$ cat config.mk
export PLATFORM = sky130hd
export DESIGN_NAME = ebra_arbiter
export DESIGN_NICKNAME = d
export VERILOG_FILES = /design/src/pkg/ebra_pkg.sv /design/src/logic/ebra_sync.sv /design/src/logic/ebra_arbiter.sv
export SDC_FILE = /design/constraint.sdc
export NUM_CORES = 1
export LEC_CHECK = 0
export BUFFER_PORTS_ARGS = -buffer_cell sky130_fd_sc_hd__buf_4
export CAP_MARGIN = 20
export CORE_MARGIN = 8
export CORE_UTILIZATION = 45
export DETAILED_ROUTE_END_ITERATION = 8
export PLACE_DENSITY = 0.8
export SETUP_SLACK_MARGIN = 0.02
export SLEW_MARGIN = 5
export SYNTH_ARGS = -nofsm -noshare
export SYNTH_HDL_FRONTEND = slang
export SYNTH_HIERARCHICAL = 1
export SYNTH_SLANG_ARGS = --single-unit
$ cat constraint.sdc
create_clock -name core_clk -period 3.1 [get_ports core_clk]
set_input_delay 0.31 -clock core_clk [delete_from_list [all_inputs] [get_ports core_clk]]
set_output_delay 0.31 -clock core_clk [all_outputs]
set_load 0.01 [all_outputs]
$ cat src/pkg/ebra_pkg.sv
// constants and types for the external bus release arbiter
package ebra_pkg;

  // port 1 control register location and its release-enable field
  localparam logic [15:0] PORT1_CR_ADDR = 16'hfffc;
  localparam int BUS_RELEASE_ENABLE_BIT = 3;
  localparam logic [7:0] PORT1_CR_RESET = 8'h00;

  // on-chip register field, accessed a byte at a time
  localparam logic [15:0] REG_FIELD_LO = 16'hff80;
  localparam logic [15:0] REG_FIELD_HI = 16'hffff;

  // high samples of the request needed to leave the released state
  localparam logic [1:0] EXIT_HIGH_SAMPLES = 2'h2;

  // synchroniser idle levels: request high, init high, standby low
  localparam logic [2:0] PIN_SYNC_RESET = 3'h3;

  // arbiter states, one-hot
  typedef enum logic [4:0] {
    EBRA_RUN = 5'h01, // processor owns the bus
    EBRA_PEND = 5'h02, // request latched, waiting for cycle end
    EBRA_FLOAT = 5'h04, // bus pins floated, acknowledge not yet low
    EBRA_GRANT = 5'h08, // acknowledge low, outside master owns the bus
    EBRA_RESUME = 5'h10 // acknowledge high again, taking the bus back
  } ebra_state_e;

endpackage

$ cat src/logic/ebra_sync.sv
// two flip-flop synchroniser for pins arriving from outside the clock
`timescale 1ns/1ps
module ebra_sync #(
  parameter int WIDTH = 3,
  parameter logic [WIDTH-1:0] RESET_VAL = '0
) (
  input wire logic core_clk,
  input wire logic rst,
  input wire logic [WIDTH-1:0] pin_in,
  output logic [WIDTH-1:0] pin_sync
);

  // each bit passes two flops; the first is read by the second only
  genvar i;
  generate
    for (i = 0; i < WIDTH; i++) begin : g_bit
      logic meta;
      logic settled;
      always_ff @(posedge core_clk) begin
        if (rst) begin
          meta <= RESET_VAL[i];
          settled <= RESET_VAL[i];
        end else begin
          meta <= pin_in[i];
          settled <= meta;
        end
      end
      // one process per flop pair; the vector is only collected here
      assign pin_sync[i] = settled;
    end
  endgenerate

endmodule // ebra_sync

$ cat src/logic/ebra_arbiter.sv
// external bus release arbiter: request/acknowledge pins and bus hand-over
// Operation
// - sample request in every memory cycle; release at that cycle's end
// - word access external or register field: finish both bytes first
// - during multiply/divide also sample at internal cycles and release
// - bus can be granted in sleep mode as well as while running
// - no interrupt accepted while the bus is granted
// - in an access with a wait state, sample at wait state start
// - request seen in external access: acknowledge low after cycle ends
// - released: sample each state, exit after two high samples in a row
// - after the high samples acknowledge goes high, then bus resumed
// - release only when enable bit is 1; else pins are port pins
// - enable bit is bit 3 of the port 1 control register
// - while enable is clear, low request levels are not latched
// - init pin low resets everything unless in hardware standby
// - on grant, float address, data and control, then acknowledge low
`timescale 1ns/1ps
module ebra_arbiter (
  input wire logic core_clk,
  input wire logic rst,
  // pins from outside the clock domain
  input wire logic bus_request_n,
  input wire logic chip_init_n,
  input wire logic hw_standby,
  // processor bus cycle status, same clock
  input wire logic access_start,
  input wire logic access_end,
  input wire logic access_external,
  input wire logic access_word,
  input wire logic access_first_byte,
  input wire logic [15:0] access_addr,
  input wire logic wait_state,
  input wire logic mul_div_active,
  input wire logic internal_cycle_end,
  input wire logic sleep_mode,
  // processor register write/read port for the port 1 control register
  input wire logic reg_wr,
  input wire logic [15:0] reg_addr,
  input wire logic [7:0] reg_wdata,
  output logic [7:0] port1_control_register,
  // general-purpose port use of the two pins
  input wire logic port1_bit_out,
  input wire logic port1_dir_out,
  output logic port1_bit_in,
  // acknowledge pin: value and enable, enable low while driving
  output logic bus_ack_n,
  output logic bus_ack_oe_n,
  // to the processor and bus pin drivers
  output logic bus_float,
  output logic cpu_halt,
  output logic irq_block,
  output logic chip_reset
);

  logic [2:0] pin_sync;
  logic req_low;
  logic init_low;
  logic standby;
  logic init_reset;
  logic bus_release_enable;
  ebra_pkg::ebra_state_e state;
  ebra_pkg::ebra_state_e next_state;
  logic [1:0] high_count;
  logic [1:0] next_high_count;
  logic wait_state_d;
  logic wait_start;
  logic in_reg_field;
  logic hold_pair;
  logic in_access;
  logic sample_point;
  logic release_point;

  // request, init and standby pins are synchronised before any use
  ebra_sync #(
    .WIDTH(3),
    .RESET_VAL(ebra_pkg::PIN_SYNC_RESET)
  ) u_sync (
    .core_clk(core_clk),
    .rst(rst),
    .pin_in({hw_standby, chip_init_n, bus_request_n}),
    .pin_sync(pin_sync)
  );

  assign req_low = ~pin_sync[0];
  assign init_low = ~pin_sync[1];
  assign standby = pin_sync[2];

  // init pin low resets the block, ignored in hardware standby
  assign init_reset = rst | (init_low & ~standby);

  // reset state indication for the rest of the chip
  always_ff @(posedge core_clk) begin
    if (rst) begin
      chip_reset <= 1'b1;
    end else begin
      chip_reset <= init_low & ~standby;
    end
  end

  // port 1 control register, written by the processor at its address
  always_ff @(posedge core_clk) begin
    if (init_reset) begin
      port1_control_register <= ebra_pkg::PORT1_CR_RESET;
    end else if (reg_wr && reg_addr == ebra_pkg::PORT1_CR_ADDR) begin
      port1_control_register <= reg_wdata;
    end
  end

  assign bus_release_enable =
    port1_control_register[ebra_pkg::BUS_RELEASE_ENABLE_BIT];

  // wait state edge for sampling at its start
  always_ff @(posedge core_clk) begin
    if (init_reset) begin
      wait_state_d <= 1'b0;
    end else begin
      wait_state_d <= wait_state;
    end
  end

  assign wait_start = wait_state & ~wait_state_d;

  // in-access flag: between access start and end
  always_ff @(posedge core_clk) begin
    if (init_reset) begin
      in_access <= 1'b0;
    end else if (access_start) begin
      in_access <= 1'b1;
    end else if (access_end) begin
      in_access <= 1'b0;
    end
  end

  // word access that is split into two byte cycles
  assign in_reg_field = access_addr >= ebra_pkg::REG_FIELD_LO &&
    access_addr <= ebra_pkg::REG_FIELD_HI;
  assign hold_pair = access_word & access_first_byte &
    (access_external | in_reg_field);

  // points where the request is looked at
  always_comb begin
    sample_point = 1'b0;
    if (access_start) begin
      sample_point = 1'b1;
    end
    if (wait_start) begin
      sample_point = 1'b1;
    end
    if (mul_div_active && internal_cycle_end) begin
      sample_point = 1'b1;
    end
    if (sleep_mode) begin
      sample_point = 1'b1;
    end
  end

  // points where the bus may be handed over
  always_comb begin
    release_point = 1'b0;
    if (access_end && !hold_pair) begin
      release_point = 1'b1;
    end
    if (!in_access && mul_div_active && internal_cycle_end) begin
      release_point = 1'b1;
    end
    if (!in_access && sleep_mode) begin
      release_point = 1'b1;
    end
  end

  // next state of the hand-over sequence
  always_comb begin
    next_state = state;
    next_high_count = high_count;
    case (state)
      ebra_pkg::EBRA_RUN: begin
        next_high_count = 2'h0;
        // low requests are latched only while release is enabled
        if (bus_release_enable && req_low && sample_point) begin
          if (release_point) begin
            next_state = ebra_pkg::EBRA_FLOAT;
          end else begin
            next_state = ebra_pkg::EBRA_PEND;
          end
        end
      end
      ebra_pkg::EBRA_PEND: begin
        // request held low by the master until acknowledge
        if (!bus_release_enable) begin
          next_state = ebra_pkg::EBRA_RUN;
        end else if (release_point) begin
          next_state = ebra_pkg::EBRA_FLOAT;
        end
      end
      ebra_pkg::EBRA_FLOAT: begin
        next_high_count = 2'h0;
        next_state = ebra_pkg::EBRA_GRANT;
      end
      ebra_pkg::EBRA_GRANT: begin
        // every state: count consecutive high samples
        if (req_low) begin
          next_high_count = 2'h0;
        end else if (high_count + 2'h1 >= ebra_pkg::EXIT_HIGH_SAMPLES) begin
          next_high_count = 2'h0;
          next_state = ebra_pkg::EBRA_RESUME;
        end else begin
          next_high_count = high_count + 2'h1;
        end
      end
      ebra_pkg::EBRA_RESUME: begin
        next_state = ebra_pkg::EBRA_RUN;
      end
      default: begin
        next_state = ebra_pkg::EBRA_RUN;
        next_high_count = 2'h0;
      end
    endcase
  end

  // state register
  always_ff @(posedge core_clk) begin
    if (init_reset) begin
      state <= ebra_pkg::EBRA_RUN;
      high_count <= 2'h0;
    end else begin
      state <= next_state;
      high_count <= next_high_count;
    end
  end

  // bus pins float from the float state until the bus is resumed
  always_ff @(posedge core_clk) begin
    if (init_reset) begin
      bus_float <= 1'b0;
    end else begin
      bus_float <= next_state == ebra_pkg::EBRA_FLOAT ||
        next_state == ebra_pkg::EBRA_GRANT;
    end
  end

  // processor halts from float through resume, one cycle past the acknowledge going high
  always_ff @(posedge core_clk) begin
    if (init_reset) begin
      cpu_halt <= 1'b0;
    end else begin
      cpu_halt <= next_state == ebra_pkg::EBRA_FLOAT ||
        next_state == ebra_pkg::EBRA_GRANT ||
        next_state == ebra_pkg::EBRA_RESUME;
    end
  end

  // interrupts are not recognised while the bus is handed over
  always_ff @(posedge core_clk) begin
    if (init_reset) begin
      irq_block <= 1'b0;
    end else begin
      irq_block <= next_state == ebra_pkg::EBRA_FLOAT ||
        next_state == ebra_pkg::EBRA_GRANT;
    end
  end

  // acknowledge pin: release function or general-purpose output
  always_ff @(posedge core_clk) begin
    if (init_reset) begin
      bus_ack_n <= 1'b1;
      bus_ack_oe_n <= 1'b1;
    end else if (next_state == ebra_pkg::EBRA_GRANT) begin
      bus_ack_n <= 1'b0;
      bus_ack_oe_n <= 1'b0;
    end else if (port1_control_register
        [ebra_pkg::BUS_RELEASE_ENABLE_BIT] ||
        (reg_wr && reg_addr == ebra_pkg::PORT1_CR_ADDR &&
        reg_wdata[ebra_pkg::BUS_RELEASE_ENABLE_BIT])) begin
      bus_ack_n <= 1'b1;
      bus_ack_oe_n <= 1'b0;
    end else begin
      bus_ack_n <= port1_bit_out;
      bus_ack_oe_n <= ~port1_dir_out;
    end
  end

  // request pin read back as a port input
  always_ff @(posedge core_clk) begin
    if (init_reset) begin
      port1_bit_in <= 1'b1;
    end else begin
      port1_bit_in <= pin_sync[0];
    end
  end

endmodule // ebra_arbiter

[Word level (Yosys, flattened, before mapping)]
Cells that the tools add are included.
Storage, ports and cells
  flip-flop bits (word level): 29
  bits in latches: 0
  memory bits (writable): 0
  memory bits (read-only): 0
  input bits: 57
  memories kept: 0
Cells by class
  add/subtract/negate cells: 1
  multipliers: 0
  divide/modulo/power cells: 0
  order comparisons: 3
  equal/unequal tests: 9
  shift operators: 0
  mux-type cells: 23
  bitwise logic cells: 11
  reductions and logical operators: 17
Operators with widths (number)
  2-to-1 mux 5 bit: 5
  case mux 5 bit (4 select lines): 1
  == test 16 bit (second input constant): 1
  greater-or-equal comparator 16 bit (second input constant): 1
  less-or-equal comparator 16 bit (second input constant): 1
  2-to-1 mux 1 bit: 13
  == test 5 x 3 -> 1 bit (second input constant): 2
  == test 5 x 4 -> 1 bit (second input constant): 2
  == test 5 bit (second input constant): 2
  logical AND 1 bit: 10
  == test 5 x 1 -> 1 bit (second input constant): 1
  == test 5 x 2 -> 1 bit (second input constant): 1
  inverter 1 bit: 5
  bitwise AND 1 bit: 4
  2-to-1 mux 2 bit: 2
  case mux 2 bit (2 select lines): 1
  logical OR 1 bit: 3
  2-to-1 mux 3 bit: 1
  adder 2 x 1 -> 2 bit (second input constant): 1
  greater-or-equal comparator 2 bit (second input constant): 1
  zero test 1 bit: 2
  bitwise OR 1 bit: 2
  nonzero test 2 bit: 1
  OR reduction 2 bit: 1

[Longest topological paths before layout]
Gate-level depths: netlist of the first run.
  word-level depth: 15
  gate-level depth with buffers: 7
  gate-level depth less buffers: 7

[By module]
Netlist of the first run, hierarchy kept.
By module, submodules not included
  ebra_arbiter: instances 1, cells each 108, area an instance 994.7 um^2
  ebra_sync: instances 1, cells each 15, area an instance 180.2 um^2

[Worst setup path before layout of the first run]
OpenSTA, ideal clock, no wires.
  kind: reg2reg
  start: register high_count[0]
  end: register bus_ack_n
  setup time: 0.127 ns
  arrival time: 1.227 ns
  required time: 2.973 ns
  path slack: 1.746 ns
  stages on the path, launching flop included: 8
  clock period less this slack: 1.354 ns
  cells stage by stage: dfxtp_1 > inv_1 > ha_1 > nand2_1 > a21oi_1 > nor4_1 > nand2_1 > o41a_2
On the way
  cells in the longest elaborated chain, start to end: 7
Ends and longest elaborated chain
  from (decl): RTL line ebra_arbiter.sv:63  | logic [1:0] high_count;
  from (signal assigned): RTL line ebra_arbiter.sv:227  | high_count <= next_high_count;
  adder 2 x 1 -> 2 bit: RTL line ebra_arbiter.sv:203  | end else if (high_count + 2'h1 >= ebra_pkg::EXIT_HIGH_SAMPLES) begin
  greater-or-equal comparator 2 bit: RTL line ebra_arbiter.sv:203
  2-to-1 mux 5 bit: RTL line ebra_arbiter.sv:203
  2-to-1 mux 5 bit: RTL line ebra_arbiter.sv:201  | if (req_low) begin
  case mux 5 bit (4 select lines): RTL line ebra_arbiter.sv:175  | case (state)
  == test 5 x 4 -> 1 bit: RTL line ebra_arbiter.sv:267  | end else if (next_state == ebra_pkg::EBRA_GRANT) begin
  2-to-1 mux 1 bit: RTL line ebra_arbiter.sv:267
  to (signal assigned): RTL line ebra_arbiter.sv:277  | bus_ack_n <= port1_bit_out;
  to (decl): RTL line ebra_arbiter.sv:46  | output logic bus_ack_n,
No other way between the ends.
A chain may end at the register's enable or synchronous reset.

[Worst setup path after layout of the first run]
  start: register u_sync.g_bit[1].settled
  end: register state[0]
On the way
  cells in the longest elaborated chain, start to end: 3
Ends and longest elaborated chain
  from (decl): RTL line ebra_sync.sv:18  | logic settled;
  from (signal assigned): RTL line ebra_sync.sv:22  | settled <= RESET_VAL[i];
  from (signal assigned): RTL line ebra_sync.sv:25  | settled <= meta;
  inverter 1 bit: RTL line ebra_arbiter.sv:85  | assign init_low = ~pin_sync[1];
  bitwise AND 1 bit: RTL line ebra_arbiter.sv:89  | assign init_reset = rst | (init_low & ~standby);
  bitwise OR 1 bit: RTL line ebra_arbiter.sv:89
  to (signal assigned): RTL line ebra_arbiter.sv:223  | state <= ebra_pkg::EBRA_RUN;
  to (signal assigned): RTL line ebra_arbiter.sv:226  | state <= next_state;
  to (decl): RTL line ebra_arbiter.sv:61  | ebra_pkg::ebra_state_e state;
No other way between the ends.

==> out/metrics.yaml, run 1 <==
fmax_mhz: 630
cts_tree: "built"
syn2layout_area_growth_pct: 47.1
drc: 0
p_per_area_nw_per_um2: 448
seq_area_frac_synth_pct: 49.4
critPathArrivalTime_ps: 1790
antennaDiodeCount: 0
utilization_pct: 69.7
htree_num_levels: 2
start_kind: "flop"
end_kind: "flop"
post_cts_buffers: 0
synth_cells: 123
yosysTopAreaCell: "dfxtp_1"
run_status: "completed"
wl_per_cell_um: 14.7
synth_top_cell_area_share_pct: 49.4
grt_max_degree: 14
antenna_left: 0
fin_nets: 245
synth.avg_cell_area_um2: 9.55
num_vias: 1106
cts-root-buf: "clkbuf_4"
critPathRequiredTime_ps: 3300
period_minus_slack_ps: 1590
leakage_nw: 0.785
hpwl_mm: 2.58
first_pass_iters: 4
ys.flop_type: "dfxtp_1"
layout_commonest_cell: "buf_4"
pwr-share-seq_pct: 49.4
power_frac_comb_pct: 9.6
postCtsHoldBufs: 0
io_pins: 72
die_h_um: 67.1
cts_max_path_buffers: 2
clkTransAtPathRegs_ps: 90
hp-class: "input port to flop"
finClkSkew_ps: 7.68
crit_buf_inv: 1
swShare_pct: 19.7
path_class: "flop to flop"
antenna_found_initial: 0
drv_slew: 0
cts_buffers: 5
n_fill_cell: 206
p_int_uw: 622
vdd_drop_max_v: 0.000369
grt_pass1_wl_mm: 5.04
cp-startpoint: "u_sync/g_bit[1].settled"
tightestPinTransition_ps: 792
core_area_um2: 2480
setup_viol: 0
hp-start: "chip_init_n"
clkPwrFrac_pct: 41.0
syn_area_um2: 1170
ctsResizeCount: 0
synthDistinctLibCells: 36
syn_nets: 181
yosys_register_bits: 29
cpMaxStageDelayCell: "or4_1"
finalHoldViolations: 0
synth.top_cells.by_area: "dfxtp_1 (49%), mux2i_1 (6.8%), nor2_1 (5.1%)"
grt.total_usage_pct: 14.3
cts.sinks: 29
crit_family: "simple AND/OR/NAND/NOR gates"
reg2reg_from: "u_sync/g_bit[1].settled"
critical_path.cell_chain: "nor2_1 -> nor2_2 -> inv_1 -> or4_1"
start_util_pct: 47.4
totalNegativeSetupSlack_ps: 0
place_congestion: 0.802
fp.dieW_um: 67.1
drtIter0Drc: 93
grt_pass1_vias: 1189
layout_common_cells: "buf_4 (64), dfxtp_1 (29), nor2_1 (16), mux2i_1 (8), inv_1 (7)"
max_stage_delay_ps: 560
async_reset_ff_share_pct: 0
setup_slack_ps: 1510
cp_max_fo: 13
dieArea_um2: 4500
fin_crit_sh_pct: 51.2
gr-total-overflow: 0
io_buffers: 64
vias_per_cell: 5.07
yosysWarnings: 6
p_switching_uw: 153
dp_worst_setup_slack_ps: 1260
rsz0062_at_grt: "false"
clkLatencyLatePin_ps: 310
drive_above_1_share_pct: 41.5
drv_cap: 0
fp-row-count: 18
wirelength_mm: 3.21
synth_enable_flop_cells: 0
relSlewSlack_pct: 47.0
worst reg2reg max path, cell delays in order, from the launching register on:
cell	delay [ps]
dfxtp_1	320
nor2_1	50
nor2_2	260
inv_1	290
or4_1	560
power by group through the flow:
stage	clock (mW)	sequential (mW)	combinational, mW
global route	0.344	0.384	0.0799
detailed placement	0	0.392	0.0743
global placement	0	0.391	0.0713
floorplan	0	0.392	0.0178
CTS	0.325	0.383	0.0746
finish	0.318	0.383	0.0741
layer usage:
layer	vias up	track usage, %	wire [um]
li1	555	-	-
met1	512	14.6	1200
met2	37	25.9	1780
met3	2	5.87	217
met4	0	4.18	14
met5	-	0	0
synthesized netlist by cell type, drive strengths merged, types with 3 or more instances:
master	n
or2	4
buf	5
nor3	3
nand2	5
nand3	6
nand4	6
dfxtp	29
inv	7
mux2i	8
nor2	17
nor2b	3
a21oi	3
final timing paths:
check / to / slack (ps) / cells after the start
max: state[0] / 1510 / 4
min: u_sync/g_bit[1].meta / 170 / 2
max reg2reg: state[0] / 1510 / 4
min reg2reg: u_sync/g_bit[0].settled / 410 / 1
state kept, by name (all words and copies together) (netlist names), 2 cells and up:
register,flops
port1_control_register,8
state,5
u_sync/g_bit.meta,3
u_sync/g_bit.settled,3
high_count,2
cells by family (layout without fill, tap and decap cells):
kind of cell,Yosys count,after routing,share of synthesized area (%)
adders and majority gates,1,1,1.06
AOI/OAI and AO/OA,12,12,7.03
muxes,8,8,6.82
and+or+nand+nor,58,58,28.4
DFF,29,29,49.4
xor gates and xnor gates,1,1,0.746
buffers and inverters,14,79,6.50
stage by stage:
| stage | hold slack [ps] | power [mW] | std cells | instance area [um^2] |
|---|---|---|---|---|
| global route | 153 | 0.807 | 218 | 1730 |
| CTS | 161 | 0.782 | 218 | 1730 |
| floorplan | 382 | 0.410 | 123 | 1170 |
| global placement | 385 | 0.463 | 210 | 1640 |
| detailed placement | 396 | 0.466 | 210 | 1640 |
| finish | 171 | 0.775 | 218 | 1730 |
layout make-up:
| type | count | area (um^2) | share of cell area, % |
|---|---|---|---|
| flip-flops and latches | 29 | 581 | 33.6 |
| multi-input cells | 80 | 518 | 30.0 |
| repair buffers | 64 | 480 | 27.8 |
| clock buffers | 7 | 55.1 | 3.19 |
| well taps | 30 | 37.5 | 2.17 |
| clock inverters | 1 | 30.0 | 1.74 |
| inverters | 7 | 26.3 | 1.52 |
Power figures use the tool's default switching activity.
==> inputs of run 2 (changes only) <==
--- a/config.mk
+++ b/config.mk
@@ -8,9 +8,9 @@
 export BUFFER_PORTS_ARGS = -buffer_cell sky130_fd_sc_hd__buf_4
 export CAP_MARGIN = 20
 export CORE_MARGIN = 8
-export CORE_UTILIZATION = 45
+export CORE_UTILIZATION = 42
 export DETAILED_ROUTE_END_ITERATION = 8
-export PLACE_DENSITY = 0.8
+export PLACE_DENSITY = 0.75
 export SETUP_SLACK_MARGIN = 0.02
 export SLEW_MARGIN = 5
 export SYNTH_ARGS = -nofsm -noshare
==> constraint.sdc (replaced) <==
create_clock -name core_clk -period 1.6 [get_ports core_clk]
set_input_delay 0.16 -clock core_clk [delete_from_list [all_inputs] [get_ports core_clk]]
set_output_delay 0.16 -clock core_clk [all_outputs]
set_load 0.01 [all_outputs]
==> run 2 against run 1 <==
Total power rose by 67%. Wire length fell by 5.0%. Sequential share of layout area shrank 0.17 points. Sequential cell count stayed put. Die area up 5.4%. Worst setup slack got worse by 1300 ps. Sequential power increased by 93%. Critical path depth increased by 3. Critical path type unchanged.
==> out/metrics.yaml, run 2 (synthesis results as in run 1) <==
cts_max_path_buffers: 2
cp_max_fo: 4
io_buffers: 64
fmax_mhz: 714
max_stage_delay_ps: 340
clkTransAtPathRegs_ps: 90
finClkSkew_ps: 8.44
leakage_nw: 0.792
htree_num_levels: 2
grt_max_degree: 10
placed_area_um2: 1680
cts_buffers: 5
fin_nets: 250
first_pass_iters: 5
reg2reg_depth: 7
tightestPinTransition_ps: 371
totalNegativeSetupSlack_ps: 0
fp-row-count: 19
largest_reg_flops: 8
layout_common_cells: "buf_4 (69), dfxtp_1 (29), nor2_1 (16), mux2i_1 (8), inv_1 (7)"
dieArea_um2: 4750
n_fill_cell: 240
drv_cap: 0
antenna_left: 0
start_util_pct: 43.4
fin_cells: 224
num_vias: 1093
core_area_um2: 2710
reg2reg_to: "bus_ack_n"
wl_per_cell_um: 13.6
grt_pass1_vias: 1056
stdcell_area_um2: 1740
vdd_drop_max_v: 0.000591
layout_commonest_cell: "buf_4"
setup_viol: 0
place_congestion: 0.842
start_kind: "flop"
drive_above_1_share_pct: 42.5
die_h_um: 68.9
reg2reg_from: "high_count[0]"
syn2layout_area_growth_pct: 47.8
cts-root-buf: "clkbuf_4"
cts.sinks: 29
postCtsHoldBufs: 0
fin_crit_sh_pct: 87.6
grt_pass1_wl_mm: 4.43
seqCellArea_um2: 581
io_pins: 72
drc: 0
fp.dieW_um: 68.9
r2r_slack_ps: 200
largest-register: "port1_control_register"
reg_top3: "port1_control_register: 8 flops, state: 5 flops"
antenna_found_initial: 0
critPathArrivalTime_ps: 1610
critPathMostFrequentCell: "nand2_1"
grt.total_usage_pct: 12.5
run_status: "completed"
utilization_pct: 64.1
holdPathEnd: "u_sync/g_bit[1].meta"
drtIter0Drc: 70
vias_per_cell: 4.88
hp-class: "input port to flop"
hpwl_mm: 2.55
rsz0062_at_grt: "false"
multi_input_area_um2: 524
critical_path.cell_chain: "inv_1 -> ha_1 -> nand2_1 -> a21oi_1 -> nor4_2 -> nand2_1 -> o41a_2"
antennaDiodeCount: 0
dp_cells: 216
clkLatencyLatePin_ps: 310
worstHoldPathCells: 2
drv_slew: 0
cts_tree: "built"
hp-start: "chip_init_n"
path_class: "flop to flop"
cpMaxStageDelayCell: "dfxtp_1"
critPathRequiredTime_ps: 1800
relSlewSlack_pct: 75.1
gr-total-overflow: 0
finalHoldViolations: 0
period_minus_slack_ps: 1400
end_kind: "flop"
p_per_area_nw_per_um2: 746
wirelength_mm: 3.05
[run 2: layout make-up]
class	count	share of cell area, %
Clock buffer	8	2.81
Tap cell	31	2.23
Multi-Input combinational cell	80	30.2
Sequential cell	29	33.4
Timing Repair Buffer	69	29.8
Inverter	7	1.51
[run 2: where the power goes]
group	switching, mW	internal (mW)	total (mW)
logic	0.0480	0.0997	0.148
registers	0.00497	0.736	0.741
clock network	0.232	0.175	0.407
[run 2: what timing repair did]
item                                    4_1_cts  5_1_grt
setup buffers                                 0        0
hold endpoints to repair                      0        0
endpoints found under the setup margin        0        1
gates resized for setup                       0        1
[run 2: through the flow]
stage / setup WS (ps) / hold slack, ps / power, mW
2_1_floorplan: 246 / 232 / 0.794
3_3_place_gp: 145 / 338 / 0.902
3_5_place_dp: 130 / 342 / 0.908
4_1_cts: 121 / 11.8 / 1.31
5_1_grt: 93.5 / 4.30 / 1.36
6_report: 199 / 24.2 / 1.30
[run 2: worst max path at each step]
stage | cells past startpoint | endpoint | slack (ps) | from
after floorplan | 7 | bus_ack_n | 250 | high_count[0]
final | 7 | bus_ack_n | 200 | high_count[0]
after detailed placement | 7 | bus_ack_n | 130 | high_count[0]
after global placement | 7 | bus_ack_n | 150 | high_count[0]
after global routing | 7 | bus_ack_n | 90 | high_count[0]
after CTS | 7 | bus_ack_n | 120 | high_count[0]
[run 2: worst max-delay path: cells and delay by family, from the launching register on]
| family | cells | cell delay (ps) |
|---|---|---|
| AND/OR/NAND/NOR | 3 | 390 |
| flip-flops | 1 | 340 |
| adder cells (fa/ha/maj) | 1 | 300 |
| AO/OA/AOI/OAI | 2 | 220 |
| buffers and inverters | 1 | 50 |
[run 2: per-layer routing]
metal / wire length, um / track usage (%) / vias to the layer above
met2: 1620 / 22.1 / 38
li1: - / - / 566
met5: 0 / 0 / -
met4: 36 / 5.26 / 0
met1: 1110 / 12.4 / 482
met3: 284 / 5.82 / 7
